## src/emp_port_map.vh

```
// Purpose: constants for the external memory port
// Assumes: 125 MHz clk_sys, one clock domain
// Notes:   access timing counts are in clk_sys cycles
//
// Overview of operation
// - sixteen three-state address lines carry every external access address
// - address holds its last value when no external space is accessed
// - twenty-four line bidirectional data bus for program and data memory
// - data bus stays high impedance while bus grant is asserted with arbitration mode clear
// - program select asserted only during external program memory accesses
// - data select asserted only during external data memory accesses
// - space selector shows X or Y during data accesses
// - read strobe asserted so external memory drives the data bus
// - write strobe asserted while write data is driven
// - control outputs high impedance while reset is applied
// - arbitration mode clear: request releases port after current access completes
// - arbitration mode clear: grant asserted only after the port is released
// - arbitration mode set: request input acts as wait, stretching access
// - arbitration mode set: grant output acts as strobe during accesses
`ifndef EMP_PORT_MAP_VH
`define EMP_PORT_MAP_VH

// ==========================================================
// widths and encodings
`define EMP_ADDR_W      16
`define EMP_DATA_W      24
`define EMP_SPACE_PROG  2'h0
`define EMP_SPACE_X     2'h1
`define EMP_SPACE_Y     2'h2
`define EMP_MODE_BIT    7
`define EMP_ADDR_RST    16'h0000
`define EMP_DATA_RST    24'h00_0000

// ==========================================================
// timing: strobe width per access
`define EMP_STROBE_NS   16
`define EMP_CLK_NS      8
`define EMP_STROBE_CYC  ((`EMP_STROBE_NS + `EMP_CLK_NS - 1) / `EMP_CLK_NS)

`endif

```

## src/emp_sync.v

```verilog
// Purpose: two-flop synchroniser for a pin level
// Assumes: input asynchronous to clk_sys
// Notes:   first flop feeds only the second
`timescale 1ns/100ps
module emp_sync #(
    parameter RST_VAL = 1'b1
) (
    input  wire clk_sys,
    input  wire rst_n,
    input  wire din,
    output wire dout
);
    reg meta_q;
    reg sync_q;

    // ==========================================================
    // synchroniser stages
    always @(posedge clk_sys or negedge rst_n) begin
        if (!rst_n) begin
            meta_q <= RST_VAL;
            sync_q <= RST_VAL;
        end else begin
            meta_q <= din;
            sync_q <= meta_q;
        end
    end

    assign dout = sync_q;
endmodule

```

## src/emp_port.v

```verilog
// Purpose: external memory port sequencer with bus arbitration
// Assumes: core issues one access at a time on acc_req / acc_done
// Notes:   pin strobes active low; three-state as value + enable
`timescale 1ns/100ps
`include "emp_port_map.vh"
module emp_port #(
    parameter ADDR_W     = `EMP_ADDR_W,
    parameter DATA_W     = `EMP_DATA_W,
    parameter STROBE_CYC = `EMP_STROBE_CYC
) (
    input  wire              clk_sys,
    input  wire              rst_n,
    // core side
    input  wire              acc_req,
    input  wire              acc_write,
    input  wire [1:0]        acc_space,
    input  wire [ADDR_W-1:0] acc_addr,
    input  wire [DATA_W-1:0] acc_wdata,
    input  wire [7:0]        operating_mode_reg,
    output reg               acc_busy,
    output reg               acc_done,
    output reg  [DATA_W-1:0] acc_rdata,
    // pins
    output reg  [ADDR_W-1:0] ext_addr,
    output reg               ext_addr_oe,
    input  wire [DATA_W-1:0] ext_data_in,
    output reg  [DATA_W-1:0] ext_data_out,
    output reg               ext_data_oe,
    output reg               prog_space_sel_n,
    output reg               data_space_sel_n,
    output reg               space_x_y,
    output reg               rd_strobe_n,
    output reg               wr_strobe_n,
    output reg               ctrl_oe,
    input  wire              bus_request_in_n,
    output reg               bus_grant_out_n,
    output reg               bus_grant_oe
);
    localparam ST_IDLE = 2'b00;
    localparam ST_ACC  = 2'b01;
    localparam ST_REL  = 2'b10;

    reg [1:0]  state_q;
    reg [3:0]  cnt_q;
    reg        oe_seen_q;
    wire       req_sync_n;
    wire       arb_wait;
    wire       strobe_done;

    // request pin is asynchronous, synchronise before use
    emp_sync #(.RST_VAL(1'b1)) u_req_sync (
        .clk_sys (clk_sys),
        .rst_n   (rst_n),
        .din     (bus_request_in_n),
        .dout    (req_sync_n)
    );

    assign arb_wait    = operating_mode_reg[`EMP_MODE_BIT];
    // in wait mode an asserted request stretches the strobe
    assign strobe_done = (cnt_q >= STROBE_CYC[3:0]) && !(arb_wait && !req_sync_n);

    // ==========================================================
    // access sequencer
    always @(posedge clk_sys or negedge rst_n) begin
        if (!rst_n) begin
            state_q          <= ST_IDLE;
            cnt_q            <= 4'h0;
            oe_seen_q        <= 1'b0;
            acc_busy         <= 1'b0;
            acc_done         <= 1'b0;
            acc_rdata        <= `EMP_DATA_RST;
            ext_addr         <= `EMP_ADDR_RST;
            ext_addr_oe      <= 1'b0;
            ext_data_out     <= `EMP_DATA_RST;
            ext_data_oe      <= 1'b0;
            prog_space_sel_n <= 1'b1;
            data_space_sel_n <= 1'b1;
            space_x_y        <= 1'b1;
            rd_strobe_n      <= 1'b1;
            wr_strobe_n      <= 1'b1;
            ctrl_oe          <= 1'b0;  // released while in reset
            bus_grant_out_n  <= 1'b1;
            bus_grant_oe     <= 1'b0;
        end else begin
            acc_done     <= 1'b0;
            bus_grant_oe <= 1'b1;
            oe_seen_q    <= 1'b1;
            case (state_q)
                ST_IDLE: begin
                    if (!arb_wait && !req_sync_n) begin
                        // idle counts as instruction boundary, so release now
                        ext_addr_oe <= 1'b0;
                        ext_data_oe <= 1'b0;
                        ctrl_oe     <= 1'b0;
                        acc_busy    <= 1'b1;
                        state_q     <= ST_REL;
                    end else if (acc_req) begin
                        acc_busy         <= 1'b1;
                        ext_addr_oe      <= 1'b1;
                        ctrl_oe          <= 1'b1;
                        ext_addr         <= acc_addr;
                        // exactly one select per access
                        prog_space_sel_n <= (acc_space != `EMP_SPACE_PROG);
                        data_space_sel_n <= (acc_space == `EMP_SPACE_PROG);
                        space_x_y        <= (acc_space != `EMP_SPACE_Y);
                        rd_strobe_n      <= acc_write;
                        wr_strobe_n      <= !acc_write;
                        ext_data_out     <= acc_wdata;
                        ext_data_oe      <= acc_write;
                        bus_grant_out_n  <= !arb_wait;
                        cnt_q            <= 4'h1;
                        state_q          <= ST_ACC;
                    end else begin
                        acc_busy <= 1'b0;
                        // address left as is to save toggling
                        ext_addr_oe <= oe_seen_q;
                        ctrl_oe     <= oe_seen_q;
                    end
                end
                ST_ACC: begin
                    if (strobe_done) begin
                        acc_rdata        <= ext_data_in;
                        acc_done         <= 1'b1;
                        acc_busy         <= 1'b0;
                        prog_space_sel_n <= 1'b1;
                        data_space_sel_n <= 1'b1;
                        rd_strobe_n      <= 1'b1;
                        wr_strobe_n      <= 1'b1;
                        ext_data_oe      <= 1'b0;
                        bus_grant_out_n  <= 1'b1;
                        cnt_q            <= 4'h0;
                        state_q          <= ST_IDLE;
                    end else if (cnt_q < STROBE_CYC[3:0]) begin
                        cnt_q <= cnt_q + 4'h1;
                    end
                end
                ST_REL: begin
                    // grant only once pins are already released
                    bus_grant_out_n <= req_sync_n || ctrl_oe;
                    if (req_sync_n || arb_wait) begin
                        bus_grant_out_n <= 1'b1;
                        acc_busy        <= 1'b0;
                        state_q         <= ST_IDLE;
                    end
                end
                default: state_q <= ST_IDLE;
            endcase
        end
    end
endmodule

```

## config.mk

```make
export PLATFORM = sky130hd
export DESIGN_NAME = emp_port
export DESIGN_NICKNAME = d
export VERILOG_FILES = /design/src/emp_sync.v /design/src/emp_port.v
export VERILOG_INCLUDE_DIRS = /design/src /design/src/src
export SDC_FILE = /design/constraint.sdc
export NUM_CORES = 1
export LEC_CHECK = 0
export BUFFER_PORTS_ARGS = -buffer_cell sky130_fd_sc_hd__buf_2
export CORE_UTILIZATION = 42
export DETAILED_ROUTE_END_ITERATION = 7
export PLACE_DENSITY_LB_ADDON = 0.3
export RECOVER_POWER = 100
export SETUP_SLACK_MARGIN = 0.02
export SLEW_MARGIN = 20
export SYNTH_ARGS = -nofsm -noshare
export SYNTH_HDL_FRONTEND = slang
export SYNTH_SLANG_ARGS = --single-unit
```

## constraint.sdc

```tcl
create_clock -name clk_sys -period 1.9 [get_ports clk_sys]
set_input_delay 0.285 -clock clk_sys [delete_from_list [all_inputs] [get_ports clk_sys]]
set_output_delay 0.285 -clock clk_sys [all_outputs]
set_load 0.01 [all_outputs]
```

# --- Word level (Yosys, flattened, before mapping) ---
# Cells that the tools add are included.
word_totals:
  ramBits: 0
  output_inout_bits: 76
  mem_bits_ro: 0
  latch_bits: 0
  ff_bits: 83
  memories: 0
  input_bits: 79
classes:
  multipliers: 0
  div_mod_pow: 0
  n_lt_le_gt_ge: 2
  n_addsub: 1
  n_reduce_logical: 22
  n_mux: 38
  eq_ne: 9
  bitwise_logic: 1
  shift: 0
op_table:
  columns: ["cell", "n"]
  rows:
  - ["1-bit two-way mux", 21]
  - ["4-bit two-way mux", 4]
  - ["3-bit AND reduction", 4]
  - ["4-bit AND reduction", 3]
  - ["2-bit inequality test, second input constant", 5]
  - ["1-bit case mux with 2 select lines", 5]
  - ["2-bit two-way mux", 4]
  - ["4-bit case mux with 2 select lines", 1]
  - ["3-bit inequality test, second input constant", 2]
  - ["1-bit case mux with 3 select lines", 2]
  - ["2-bit case mux with 3 select lines", 1]
  - ["4-bit by 1-bit adder with 4-bit output, second input constant", 1]
  - ["4-bit by 2-bit >= comparator with 1-bit output, second input constant", 1]
  - ["1-bit zero test", 4]
  - ["2-bit zero test", 2]
  - ["4-bit by 2-bit < comparator with 1-bit output, second input constant", 1]
  - ["2-bit nonzero test", 2]
  - ["1-bit logical AND", 3]
  - ["3-bit nonzero test", 1]
  - ["2-bit by 1-bit == test with 1-bit output, second input constant", 1]
  - ["2-bit == test, second input constant", 1]
  - ["1-bit logical OR", 2]
  - ["2-bit AND reduction", 1]
  - ["1-bit inverter", 1]

# --- Logic depth before layout (Yosys ltp) ---
# Gate-level depths: netlist (run 1).
logic_depth:
  word_depth: 6
  depth_mapped: 8
  mapped_depth_nobuf: 6

# --- By module ---
# Synthesis (run 1) repeated with hierarchy kept, for this count alone.
hier_totals:
  hier_cells: 225
  hier_area_um2: 3404.5
by_module_without_submodules:
  columns: ["mod", "area_per_inst_um2", "cells_per_inst", "n_inst"]
  rows:
  - ["emp_port", 3352.0, 223, 1]
  - ["emp_sync", 52.6, 2, 1]

# --- Least setup slack after synthesis (run 1) ---
# OpenSTA, ideal clock, no wires.
synth_path:
  path_kind: "register to register"
  startpoint: "reg cnt_q[0]"
  endpoint: "reg acc_rdata[14]"
  required_time_ns: 1.775
  path_stages_with_launch: 7
  path_buffers: 1
  setup_slack_ns: 0.064
  arrival_time_ns: 1.711
  setup_ns: 0.125
  period_less_slack_ns: 1.836
  cell_sequence: "dfrtp_1 inv_1 ha_1 or4_4 nand3_4 buf_8 mux2_2"
synth_via:
  elab_chain_len: 3
synth_lines:
  columns: ["item", "line_no", "source"]
  rows:
  - ["start: declaration", "emp_port.v:44", "reg [3:0] cnt_q;"]
  - ["start signal: assignment", "emp_port.v:134", "cnt_q <= cnt_q + 4'h1;"]
  - ["4-bit by 2-bit >= comparator with 1-bit output", "emp_port.v:60", "assign strobe_done = (cnt_q >= STROBE_CYC[3:0]) && !(arb_wait && !req_sync_n);"]
  - ["1-bit logical AND", "emp_port.v:60", null]
  - ["2-bit AND reduction (no line)", null, null]
  - ["end signal: assignment", "emp_port.v:71", "acc_rdata <= `EMP_DATA_RST;"]
  - ["end signal: assignment", "emp_port.v:122", "acc_rdata <= ext_data_in;"]
  - ["end: declaration", "emp_port.v:22", "output reg [DATA_W-1:0] acc_rdata,"]
# No other way between the ends.
# A chain may end at the register's enable or synchronous reset.

# --- Final worst setup path (run 1) ---
layout_path:
  startpoint: "reg cnt_q[0]"
  endpoint: "reg ext_data_oe"
layout_via:
  elab_chain_len: 4
layout_lines:
  columns: ["item", "line_no", "source"]
  rows:
  - ["4-bit by 2-bit >= comparator with 1-bit output", "emp_port.v:60", null]
  - ["1-bit logical AND", "emp_port.v:60", null]
  - ["2-bit inequality test (no line)", null, null]
  - ["3-bit AND reduction (no line)", null, null]
  - ["end signal: assignment", "emp_port.v:109", "ext_data_oe <= acc_write;"]
  - ["end: declaration", "emp_port.v:28", "output reg ext_data_oe,"]
# No other way between the ends.

==> tab_implementation.tex, run 1 <==
\begin{tabular}{lr}
\hline
Metric & Value \\
\hline
\multicolumn{2}{l}{\textbf{Synth}} \\
Share of async-settable or async-resettable flops after synthesis & 1.00 \\
Portion of the post-synthesis area used by sequential elements & 0.613 \\
Cell area after synthesis & 0.00340 mm\^{}2 \\
Count of different cell masters after synthesis & 39 \\
Synth Area per Inst & 15.1 um\^{}2 \\
Number of flip-flops and latches in the synthesized netlist & between 80 and 90 \\
Total of warnings raised by yosys & 0 \\
Post-synthesis instance total & between 200 and 250 \\
Cell type with the highest aggregate area in the netlist & sky130\_fd\_sc\_hd\_\_dfrtp\_1 \\
Net count after synthesis & 310 \\
Area fraction of the dominant cell type after synthesis & 0.551 \\
Flip-flop cell with the highest count after synthesis & sky130\_fd\_sc\_hd\_\_dfrtp\_1 \\
Ranking of synthesized cells by area & sky130\_fd\_sc\_hd\_\_dfrtp\_1 (55\%), sky130\_fd\_sc\_hd\_\_mux2\_2 (18\%), sky130\_fd\_sc\_hd\_\_dfstp\_2 (6.2\%) \\
Number of enable flip-flop cells after synthesis & 0 \\
\multicolumn{2}{l}{\textbf{Pwr}} \\
Power per cell area & 1670 mW/mm\^{}2 \\
Total power after layout & 7690 uW \\
Leak & between 0.002 and 0.0025 uW \\
Worst IR Drop VDD & approximately 0.9 mV \\
\multicolumn{2}{l}{\textbf{Floorplan}} \\
Width of the die & 92.0 um \\
Site row count & 32 \\
Initial Util & 0.438 \\
Core region area & approximately 0.0078 mm\^{}2 \\
Overall die area & approximately 0.0085 mm\^{}2 \\
Ports placed on the boundary & approximately 160 \\
Die height & approximately 90 um \\
\multicolumn{2}{l}{\textbf{Timing}} \\
Hold Slack & $\sim$40 ps \\
Final worst path period share & 0.998 \\
Final Hold Viols & 0 \\
Unrepaired setup endpoints after global routing & yes \\
Setup TNS & 0 ps \\
Actual slew at the worst max-slew pin & between 900 and 1000 ps \\
Largest clock skew in the final design & 10.5 ps \\
Fmax & 528 MHz \\
Final number of max-transition violations & 0 \\
Total setup violations reported at the end of the flow & 0 \\
Min cycle time layout & 1900 ps \\
Normalized max-slew margin & 0.353 \\
\multicolumn{2}{l}{\textbf{Placed design}} \\
Half-perimeter wire length after detailed placement & $\sim$5200 um \\
Placed instance area & $\sim$0.0043 mm\^{}2 \\
Number of I/O port buffers & 147 \\
Final RePlAce weighted congestion & approximately 0.73 \\
\multicolumn{2}{l}{\textbf{CTS}} \\
Later-pin clock latency in the skew report & approximately 350 ps \\
CTS tree & yes \\
Number of CTS-inserted buffers & 9 \\
TritonCTS sink count & 83 \\
Register clock-pin slew on the reported worst setup and hold paths & 80 ps \\
Maximum root-to-sink buffer count & 2 \\
Number of H-tree branching levels & 3 \\
CTS root buf & sky130\_fd\_sc\_hd\_\_clkbuf\_8 \\
\multicolumn{2}{l}{\textbf{Global route}} \\
Maximum number of pins on one net before global-route repair & about 40 \\
Vias in the first global route & $\sim$2400 \\
First-pass GRT wire length & 11400 um \\
Global-route total usage across every layer & 0.175 \\
Sum of overflow across all layers after global routing & 0 \\
Antenna violations before repair & 0 \\
\multicolumn{2}{l}{\textbf{Route}} \\
Number of iterations in the first detailed-routing pass & 4 \\
Remaining number of nets flagged by the antenna check after routing & 0 \\
Count of vias placed by the detailed router & roughly 2400 \\
Violation count after the first detailed-routing iteration & 85 \\
Detail-routed via count per cell & 4.77 \\
Post-route DRC violation count & 0 \\
Detailed-route wire length & 7450 um \\
DR WL/cell & between 10 and 15 um \\
\multicolumn{2}{l}{\textbf{Worst setup path}} \\
Nature of the critical path startpoint & register \\
Required arrival time at the worst endpoint & between 2000 and 2500 ps \\
Startpoint of the worst setup timing path & cnt\_q[0] \\
Arrival time worst endpoint & 2130 ps \\
Type of element capturing the critical path & register \\
Critical Path Fanout Max & 7 \\
Origin of the critical flop-to-flop path & cnt\_q[0] \\
Type of the worst setup path & reg2reg \\
\multicolumn{2}{l}{\textbf{Cells and area}} \\
Area added between synthesis and finish & 35.5\% \\
Final \#Nets & 480 \\
Share of final-layout standard cells stronger than drive strength 1 & 0.478 \\
Util after Layout & 0.594 \\
Final standard cell area without fillers & roughly 0.0046 mm\^{}2 \\
Most common library cell in the layout ignoring fill and taps & sky130\_fd\_sc\_hd\_\_dfrtp\_1 \\
Diodes inserted & 0 \\
Most frequent cells in the layout & sky130\_fd\_sc\_hd\_\_dfrtp\_1 (75), sky130\_fd\_sc\_hd\_\_clkbuf\_1 (74), sky130\_fd\_sc\_hd\_\_buf\_2 (73), sky130\_fd\_sc\_hd\_\_mux2\_2 (48), sky130\_fd\_sc\_hd\_\_mux2\_4 (17) \\
\multicolumn{2}{l}{\textbf{Run}} \\
Max Cap Violations & 0 \\
\multicolumn{2}{l}{\textbf{Run status}} \\
Result of the run & complete, no violations \\
\multicolumn{2}{l}{\textbf{Hold path}} \\
Startpoint of the worst hold path & bus\_request\_in\_n \\
Worst Hold Class & in2reg \\
\hline
\end{tabular}
report_power, final:
part           total, uW  leakage (uW)  internal, uW  switching (uW)
combinational       3210       0.00110          1670            1540
clock               1380      0.000106           743             636
sequential          3100      0.000980          2650             452
final cells by class:
type | count | area [um^2]
clock inverters | 6 | 90.1
well taps | 102 | 128
clock buffers | 10 | 128
fillers | 701 | 3150
multi-input cells | 125 | 1250
inverters | 8 | 30.0
repair buffers | 168 | 902
flip-flops and latches | 83 | 2090
worst paths after layout:
kind	to	slack, ps	depth (start not counted)
min	u_req_sync.meta_q	40	1
max	ext_data_oe	4	7
min in group asynchronous	acc_rdata[9]	620	2
max in group asynchronous	ext_addr[2]	260	3
min reg2reg	u_req_sync.dout	360	0
max reg2reg	ext_data_oe	4	7
kinds of logic (layout without fill, tap and decap cells):
kind of cell | count (synthesis) | count (layout) | synth area share
flops | 83 | 83 | 0.613
mux | 68 | 68 | 0.237
compound gates | 29 | 29 | 0.0581
simple gates | 21 | 21 | 0.0390
buf+inv | 17 | 192 | 0.0301
fa+ha+maj | 6 | 6 | 0.0221
other cells | 1 | 1 | 0.00110
synthesized netlist by cell type, types with 2 or more instances:
library cell	count
sky130_fd_sc_hd__nor3_1	2
sky130_fd_sc_hd__nor2b_1	2
sky130_fd_sc_hd__nand3b_1	2
sky130_fd_sc_hd__nor3b_1	2
sky130_fd_sc_hd__ha_1	6
sky130_fd_sc_hd__dfrtp_1	75
sky130_fd_sc_hd__nor2_1	4
sky130_fd_sc_hd__o21ai_0	3
sky130_fd_sc_hd__mux2_2	54
sky130_fd_sc_hd__mux2_1	2
sky130_fd_sc_hd__dfstp_2	8
sky130_fd_sc_hd__a21oi_1	8
sky130_fd_sc_hd__nand2_1	5
sky130_fd_sc_hd__mux2_4	11
sky130_fd_sc_hd__o2bb2ai_1	2
sky130_fd_sc_hd__inv_1	7
sky130_fd_sc_hd__a2bb2oi_1	3
sky130_fd_sc_hd__buf_2	6
sky130_fd_sc_hd__a31oi_1	3
metal layers:
layer / global-route usage / vias up / routed length, um
met5: 0 / - / 0
met4: 0.0469 / 0 / 63
met3: 0.0564 / 5 / 392
met2: 0.300 / 65 / 3860
met1: 0.210 / 1191 / 3140
li1: - / 1132 / -
worst max-delay path, cell delays in order, from the launching register on:
cell and delay [ps]:
sky130_fd_sc_hd__dfrtp_1 380, sky130_fd_sc_hd__inv_2 60, sky130_fd_sc_hd__ha_2 170, sky130_fd_sc_hd__or4_4 460, sky130_fd_sc_hd__nand3_4 180, sky130_fd_sc_hd__buf_12 160, sky130_fd_sc_hd__a21oi_2 60, sky130_fd_sc_hd__mux2_4 300
sequential cells by signal, indices dropped and copies added (netlist names), 2 cells and up:
register      count
acc_rdata        24
ext_data_out     24
ext_addr         16
cnt_q             4
state_q           2
per-stage QoR:
step / instances / setup slack, ps
finish: 502 / 4.33
global route: 502 / -33.5
detailed placement: 478 / -2.24
floorplan: 225 / 64.0
CTS: 497 / 14.3
global placement: 478 / 27.3
timing repair:
action | 4_1_cts | 5_1_grt
pin swaps | 2 | 0
endpoints found under the hold margin | 30 | 0
setup buffers | 1 | 2
gates cloned | 1 | 3
hold buffers | 1 | 0
gates resized for setup | 1 | 12
endpoints found under the setup margin | 20 | 22
No activity file was read; power rests on OpenSTA's default activity.
==> run 2, diff against run 1 <==
- BUFFER_PORTS_ARGS: -buffer_cell sky130_fd_sc_hd__buf_2 -> -buffer_cell sky130_fd_sc_hd__clkbuf_2
- CTS_BUF_LIST: default -> sky130_fd_sc_hd__clkbuf_16
==> run 2 against run 1 <==
  * Sequential share of layout area up 0.27 points
  * Global-route usage rose by 0.37 points
  * Non-clock buffer count is 3 lower
  * Core utilization down 0.35 points
  * First-iteration DRC count shrank 44%
  * Sequential power is essentially flat
  * Die area did not move
  * Via count up 0.54%
  * Final cell count shrank 0.60%
  * Highest routed layer unchanged
==> tab_implementation.tex, run 2 (synthesis results as in run 1) <==
\begin{tabular}{lr}
\hline
Metric & Value \\
\hline
\multicolumn{2}{l}{\textbf{Cells and area}} \\
Most frequent cells in the layout & sky130\_fd\_sc\_hd\_\_dfrtp\_1 (75), sky130\_fd\_sc\_hd\_\_clkbuf\_1 (75), sky130\_fd\_sc\_hd\_\_clkbuf\_2 (74), sky130\_fd\_sc\_hd\_\_mux2\_2 (54) \\
Final \#Nets & about 480 \\
Diodes inserted & 0 \\
Area added between synthesis and finish & 34.7\% \\
Largest regs & acc\_rdata: 24 flops, ext\_data\_out: 24 flops, ext\_addr: 16 flops \\
Share of final-layout standard cells stronger than drive strength 1 & 0.446 \\
\multicolumn{2}{l}{\textbf{Global route}} \\
Global-route total usage across every layer & 0.178 \\
Antenna violations before repair & 0 \\
First-pass GRT wire length & $\sim$12000 um \\
Sum of overflow across all layers after global routing & 0 \\
Vias in the first global route & 2465 \\
Maximum number of pins on one net before global-route repair & 40 \\
\multicolumn{2}{l}{\textbf{Timing}} \\
Actual slew at the worst max-slew pin & $\sim$900 ps \\
Normalized max-slew margin & 0.398 \\
Min cycle time layout & 1820 ps \\
Fmax & 549 MHz \\
Largest clock skew in the final design & approximately 11 ps \\
Final number of max-transition violations & 0 \\
Total setup violations reported at the end of the flow & 0 \\
Setup TNS & 0 ps \\
Unrepaired setup endpoints after global routing & yes \\
Hold Slack & around 37 ps \\
Final worst path period share & 0.959 \\
Final Hold Viols & 0 \\
\multicolumn{2}{l}{\textbf{Floorplan}} \\
Site row count & 32 \\
Initial Util & 0.438 \\
Core region area & $\sim$0.008 mm\^{}2 \\
Ports placed on the boundary & 155 \\
Overall die area & approximately 0.0085 mm\^{}2 \\
Width of the die & between 90 and 100 um \\
Die height & between 90 and 100 um \\
\multicolumn{2}{l}{\textbf{Worst setup path}} \\
Number of cells on the worst reg-to-reg path & 6 \\
Nature of the critical path startpoint & register \\
WP buf/inv & 2 \\
Type of element capturing the critical path & register \\
Arrival time worst endpoint & between 2000 and 2500 ps \\
Slowest cell delay on critical path & just over 500 ps \\
Instance count on the critical path & 6 \\
Startpoint of the worst setup timing path & cnt\_q[1] \\
Required arrival time at the worst endpoint & between 2000 and 2500 ps \\
Critical Path Fanout Max & 7 \\
Family with the most delay on the worst path & simple AND/OR/NAND/NOR gates \\
Origin of the critical flop-to-flop path & cnt\_q[1] \\
Critical-path cell with the highest stage delay & sky130\_fd\_sc\_hd\_\_or4\_4 \\
Register-to-register setup slack & between 70 and 80 ps \\
Capture point of the worst path & ext\_data\_oe \\
Worst-path cell chain & buf\_6 > or4\_4 > nand3\_4 > buf\_12 > a21oi\_2 > mux2\_4 \\
Type of the worst setup path & reg2reg \\
Endpoint of the most critical register-to-register path & ext\_data\_oe \\
\multicolumn{2}{l}{\textbf{Pwr}} \\
Worst IR Drop VDD & between 0.7 and 0.8 mV \\
Cell-internal power & between 5000 and 6000 uW \\
Switching component of the power & 2640 uW \\
Net switching fraction of the power & 0.338 \\
Power per cell area & between 1500 and 2000 mW/mm\^{}2 \\
Register share of total power & 0.396 \\
Leak & $\sim$0.0021 uW \\
Comb power frac & 0.385 \\
Part of the power in the clock network & 0.219 \\
\multicolumn{2}{l}{\textbf{CTS}} \\
CTS root buf & sky130\_fd\_sc\_hd\_\_clkbuf\_16 \\
Number of CTS-inserted buffers & 9 \\
Register clock-pin slew on the reported worst setup and hold paths & about 60 ps \\
TritonCTS sink count & 83 \\
Maximum root-to-sink buffer count & 2 \\
Later-pin clock latency in the skew report & between 300 and 400 ps \\
Number of H-tree branching levels & 3 \\
CTS tree & yes \\
\multicolumn{2}{l}{\textbf{Placed design}} \\
Half-perimeter wire length after detailed placement & between 5000 and 6000 um \\
Final RePlAce weighted congestion & 0.712 \\
Number of I/O port buffers & 147 \\
\multicolumn{2}{l}{\textbf{Route}} \\
DR WL/cell & between 10 and 15 um \\
Count of vias placed by the detailed router & roughly 2400 \\
Remaining number of nets flagged by the antenna check after routing & 0 \\
Detail-routed via count per cell & between 4 and 5 \\
Number of iterations in the first detailed-routing pass & 4 \\
Violation count after the first detailed-routing iteration & 48 \\
Post-route DRC violation count & 0 \\
Detailed-route wire length & 7250 um \\
\multicolumn{2}{l}{\textbf{Run}} \\
Max Cap Violations & 0 \\
\multicolumn{2}{l}{\textbf{Run status}} \\
Result of the run & complete, no violations \\
\multicolumn{2}{l}{\textbf{Hold path}} \\
Worst Hold Class & in2reg \\
\hline
\end{tabular}
## run 2: through the flow
step | utilization | worst slack, ps | cells | total power, uW | instance area [um^2]
after floorplan | - | 64.0 | 225 | 5020 | 3400
final | 0.590 | 77.1 | 499 | 7810 | 4590
after CTS | 0.604 | 53.7 | 498 | 8190 | 4690
after detailed placement | 0.560 | 1.51 | 479 | 6390 | 4350
after global routing | 0.590 | 15.1 | 499 | 8310 | 4590
after global placement | 0.560 | 24.9 | 479 | 6260 | 4350
## run 2: how the worst min path moves through the flow
stage	startpoint	endpoint	slack, ps	cells past startpoint
after floorplan	rst_n	acc_busy	-10	0
after global placement	rst_n	acc_rdata[5]	270	1
after detailed placement	rst_n	acc_rdata[7]	270	1
after CTS	bus_request_in_n	u_req_sync.meta_q	20	1
after global routing	bus_request_in_n	u_req_sync.meta_q	30	1
final	bus_request_in_n	u_req_sync.meta_q	40	1
## run 2: power by group through the flow
stage          registers (uW)  clock network, uW  logic, uW
2_1_floorplan            3480                  0       1540
3_3_place_gp             3090                  0       3170
3_5_place_dp             3130                  0       3260
4_1_cts                  3110               1760       3310
5_1_grt                  3200               1820       3280
6_report                 3090               1710       3010
## run 2: per-layer routing
metal  wire length [um]  vias up  share of wire  track usage
li1                   -     1135              -            -
met2               3790       70           0.52        0.299
met4                 92        0          0.013       0.0781
met1               3030     1192           0.42        0.218
met5                  0        -              0            0
met3                333        9          0.046       0.0439
## run 2: repair_timing
item | in CTS | in global routing
endpoints found under the setup margin | 5 | 21
gates cloned | 1 | 0
hold endpoints to repair | 27 | 0
buffers inserted | 1 | 1
pin swaps | 2 | 0
resized for setup | 1 | 5
hold buffers | 1 | 0
## run 2: cell type report
type,count,area (um^2)
clock buffer,9,225
clock inverter,7,70.1
fill,684,3180
inverter,8,30.0
multi-input combinational,125,1200
sequential,83,2090
tap,102,128
timing repair buffer,165,848
==> run 3, diff against run 2 <==
- REMOVE_ABC_BUFFERS: default -> 1
==> run 3 against run 2 <==
  * Register-to-register slack about the same
  * Design area increased by 1.1%
  * Critical endpoint is now acc_rdata[22]
  * Sequential power about the same
  * Routed wire length decreased by 2.5%
  * Critical path depth decreased by 1
  * Via count decreased by 0.96%
  * Final cell count increased by 1.4%
  * Core utilization increased by 0.68 points
  * Non-clock buffer count increased by 7
  * Largest cell class unchanged
  * Largest power group is now combinational cells
  * Fmax increased by 0.27%
  * Combinational power increased by 3%
  * Total power decreased by 0.46%
==> tab_implementation.tex, run 3 (synthesis results as in run 1) <==
\begin{tabular}{lr}
\hline
Metric & Value \\
\hline
\multicolumn{2}{l}{\textbf{Run status}} \\
Result of the run & complete, no violations \\
\multicolumn{2}{l}{\textbf{Floorplan}} \\
Ports placed on the boundary & approximately 160 \\
Overall die area & approximately 0.0085 mm\^{}2 \\
Width of the die & 92.0 um \\
Die height & $\sim$92 um \\
Core region area & slightly below 0.008 mm\^{}2 \\
Site row count & 32 \\
Initial Util & 0.438 \\
\multicolumn{2}{l}{\textbf{Cells and area}} \\
Util after Layout & 0.597 \\
Share of final-layout standard cells stronger than drive strength 1 & 0.460 \\
Area added between synthesis and finish & 36.2\% \\
Largest regs & acc\_rdata: 24 flops, ext\_data\_out: 24 flops, ext\_addr: 16 flops \\
Final standard cell area without fillers & $\sim$0.0046 mm\^{}2 \\
Most frequent cells in the layout & sky130\_fd\_sc\_hd\_\_clkbuf\_1 (77), sky130\_fd\_sc\_hd\_\_dfrtp\_1 (75), sky130\_fd\_sc\_hd\_\_clkbuf\_2 (74), sky130\_fd\_sc\_hd\_\_mux2\_2 (54), sky130\_fd\_sc\_hd\_\_buf\_4 (12) \\
Filler cell count & 700 \\
Most common library cell in the layout ignoring fill and taps & sky130\_fd\_sc\_hd\_\_clkbuf\_1 \\
Diodes inserted & 0 \\
Final \#Nets & roughly 480 \\
\multicolumn{2}{l}{\textbf{Route}} \\
Number of iterations in the first detailed-routing pass & 4 \\
Violation count after the first detailed-routing iteration & 60 \\
Post-route DRC violation count & 0 \\
DR WL/cell & between 10 and 15 um \\
Detail-routed via count per cell & roughly 4.7 \\
Remaining number of nets flagged by the antenna check after routing & 0 \\
Detailed-route wire length & between 7000 and 8000 um \\
Count of vias placed by the detailed router & 2383 \\
\multicolumn{2}{l}{\textbf{CTS}} \\
Maximum root-to-sink buffer count & 2 \\
Number of CTS-inserted buffers & 9 \\
Register clock-pin slew on the reported worst setup and hold paths & 60 ps \\
Number of H-tree branching levels & 3 \\
Later-pin clock latency in the skew report & 320 ps \\
CTS root buf & sky130\_fd\_sc\_hd\_\_clkbuf\_16 \\
TritonCTS sink count & 83 \\
CTS tree & yes \\
\multicolumn{2}{l}{\textbf{Worst setup path}} \\
Family with the most delay on the worst path & simple AND/OR/NAND/NOR gates \\
WP buf/inv & 2 \\
Required arrival time at the worst endpoint & approximately 2100 ps \\
Arrival time worst endpoint & a little over 2000 ps \\
Slowest cell delay on critical path & 520 ps \\
Critical Path Fanout Max & 7 \\
Critical-path cell with the highest stage delay & sky130\_fd\_sc\_hd\_\_or4\_4 \\
Type of the worst setup path & reg2reg \\
Nature of the critical path startpoint & register \\
Worst-path cell chain & buf\_6 > or4\_4 > nand3\_4 > buf\_4 > mux2\_4 \\
Type of element capturing the critical path & register \\
\multicolumn{2}{l}{\textbf{Timing}} \\
Total setup violations reported at the end of the flow & 0 \\
Final worst path period share & 0.957 \\
Final Hold Viols & 0 \\
Normalized max-slew margin & 0.480 \\
Final worst-path setup slack & slightly above 80 ps \\
Fmax & about 550 MHz \\
Hold Slack & about 44 ps \\
Actual slew at the worst max-slew pin & about 780 ps \\
Largest clock skew in the final design & between 5 and 6 ps \\
Unrepaired setup endpoints after global routing & no \\
Min cycle time layout & roughly 1800 ps \\
Final number of max-transition violations & 0 \\
\multicolumn{2}{l}{\textbf{Pwr}} \\
Leak & around 0.0022 uW \\
Worst IR Drop VDD & 0.756 mV \\
Power per cell area & roughly 1700 mW/mm\^{}2 \\
\multicolumn{2}{l}{\textbf{Global route}} \\
Maximum number of pins on one net before global-route repair & between 40 and 50 \\
Vias in the first global route & roughly 2400 \\
Global-route total usage across every layer & 0.169 \\
First-pass GRT wire length & between 10000 and 15000 um \\
Sum of overflow across all layers after global routing & 0 \\
Antenna violations before repair & 0 \\
\multicolumn{2}{l}{\textbf{Placed design}} \\
Half-perimeter wire length after detailed placement & 5200 um \\
Final RePlAce weighted congestion & about 0.76 \\
Number of I/O port buffers & 147 \\
Dpl ws & around 8 ps \\
Placed instance area & between 0.004 and 0.005 mm\^{}2 \\
\multicolumn{2}{l}{\textbf{Hold path}} \\
Worst Hold Class & in2reg \\
\multicolumn{2}{l}{\textbf{Run}} \\
Max Cap Violations & 0 \\
\hline
\end{tabular}
-- run 3: changes by cell type in the layout (fill, tap and decap cells not counted), sizes merged --
cell    delta
clkbuf     +4
buf        +3
bufinv     -1
inv        +1
-- run 3: area by class of cell --
type	count	area, um^2	area share
clock buffer	9	225	0.0486
clock inverter	7	51.3	0.0111
inverter	8	30.0	0.00647
multi-input combinational	125	1210	0.262
sequential	83	2090	0.450
tap	102	128	0.0275
timing repair buffer	172	903	0.195
-- run 3: worst paths after layout --
check | start | endpoint | slack (ps) | depth (start not counted)
setup / recovery | cnt_q[1] | acc_rdata[22] | 80 | 5
hold / removal | bus_request_in_n | u_req_sync.meta_q | 40 | 1
setup reg to reg | cnt_q[1] | acc_rdata[22] | 80 | 5
hold reg to reg | u_req_sync.meta_q | u_req_sync.dout | 360 | 0
max in group asynchronous | rst_n | prog_space_sel_n | 440 | 3
min in group asynchronous | rst_n | ext_addr[5] | 590 | 2
-- run 3: stage by stage --
stage	instances	setup TNS, ps	power (uW)
finish	506	0	7780
global route	506	0	8280
CTS	499	0	8020
detailed placement	482	0	6390
global placement	482	0	6280
floorplan	216	-75300	4980
-- run 3: where the power goes --
| part | switching [uW] | internal (uW) |
|---|---|---|
| Sequential | 444 | 2650 |
| Clock | 691 | 892 |
| Combinational | 1500 | 1600 |
| Total | 2640 | 5140 |
-- run 3: repair_timing --
| item | CTS | global route |
|---|---|---|
| gates cloned | 0 | 3 |
| hold buffers | 1 | 0 |
| endpoints found under the setup margin | 8 | 22 |
| resized for setup | 0 | 3 |
| pin swaps | 0 | 2 |
| hold endpoints to repair | 25 | 0 |
| buffers inserted | 0 | 4 |
-- run 3: layer usage --
metal  wire [um]  vias to the layer above  part of all wire  global-route usage
met1        2930                     1154              0.41               0.208
li1            -                     1143                 -                   -
met4         110                        0             0.016              0.0781
met5           0                        -                 0                   0
met3         332                        8             0.047              0.0373
met2        3690                       78              0.52               0.284
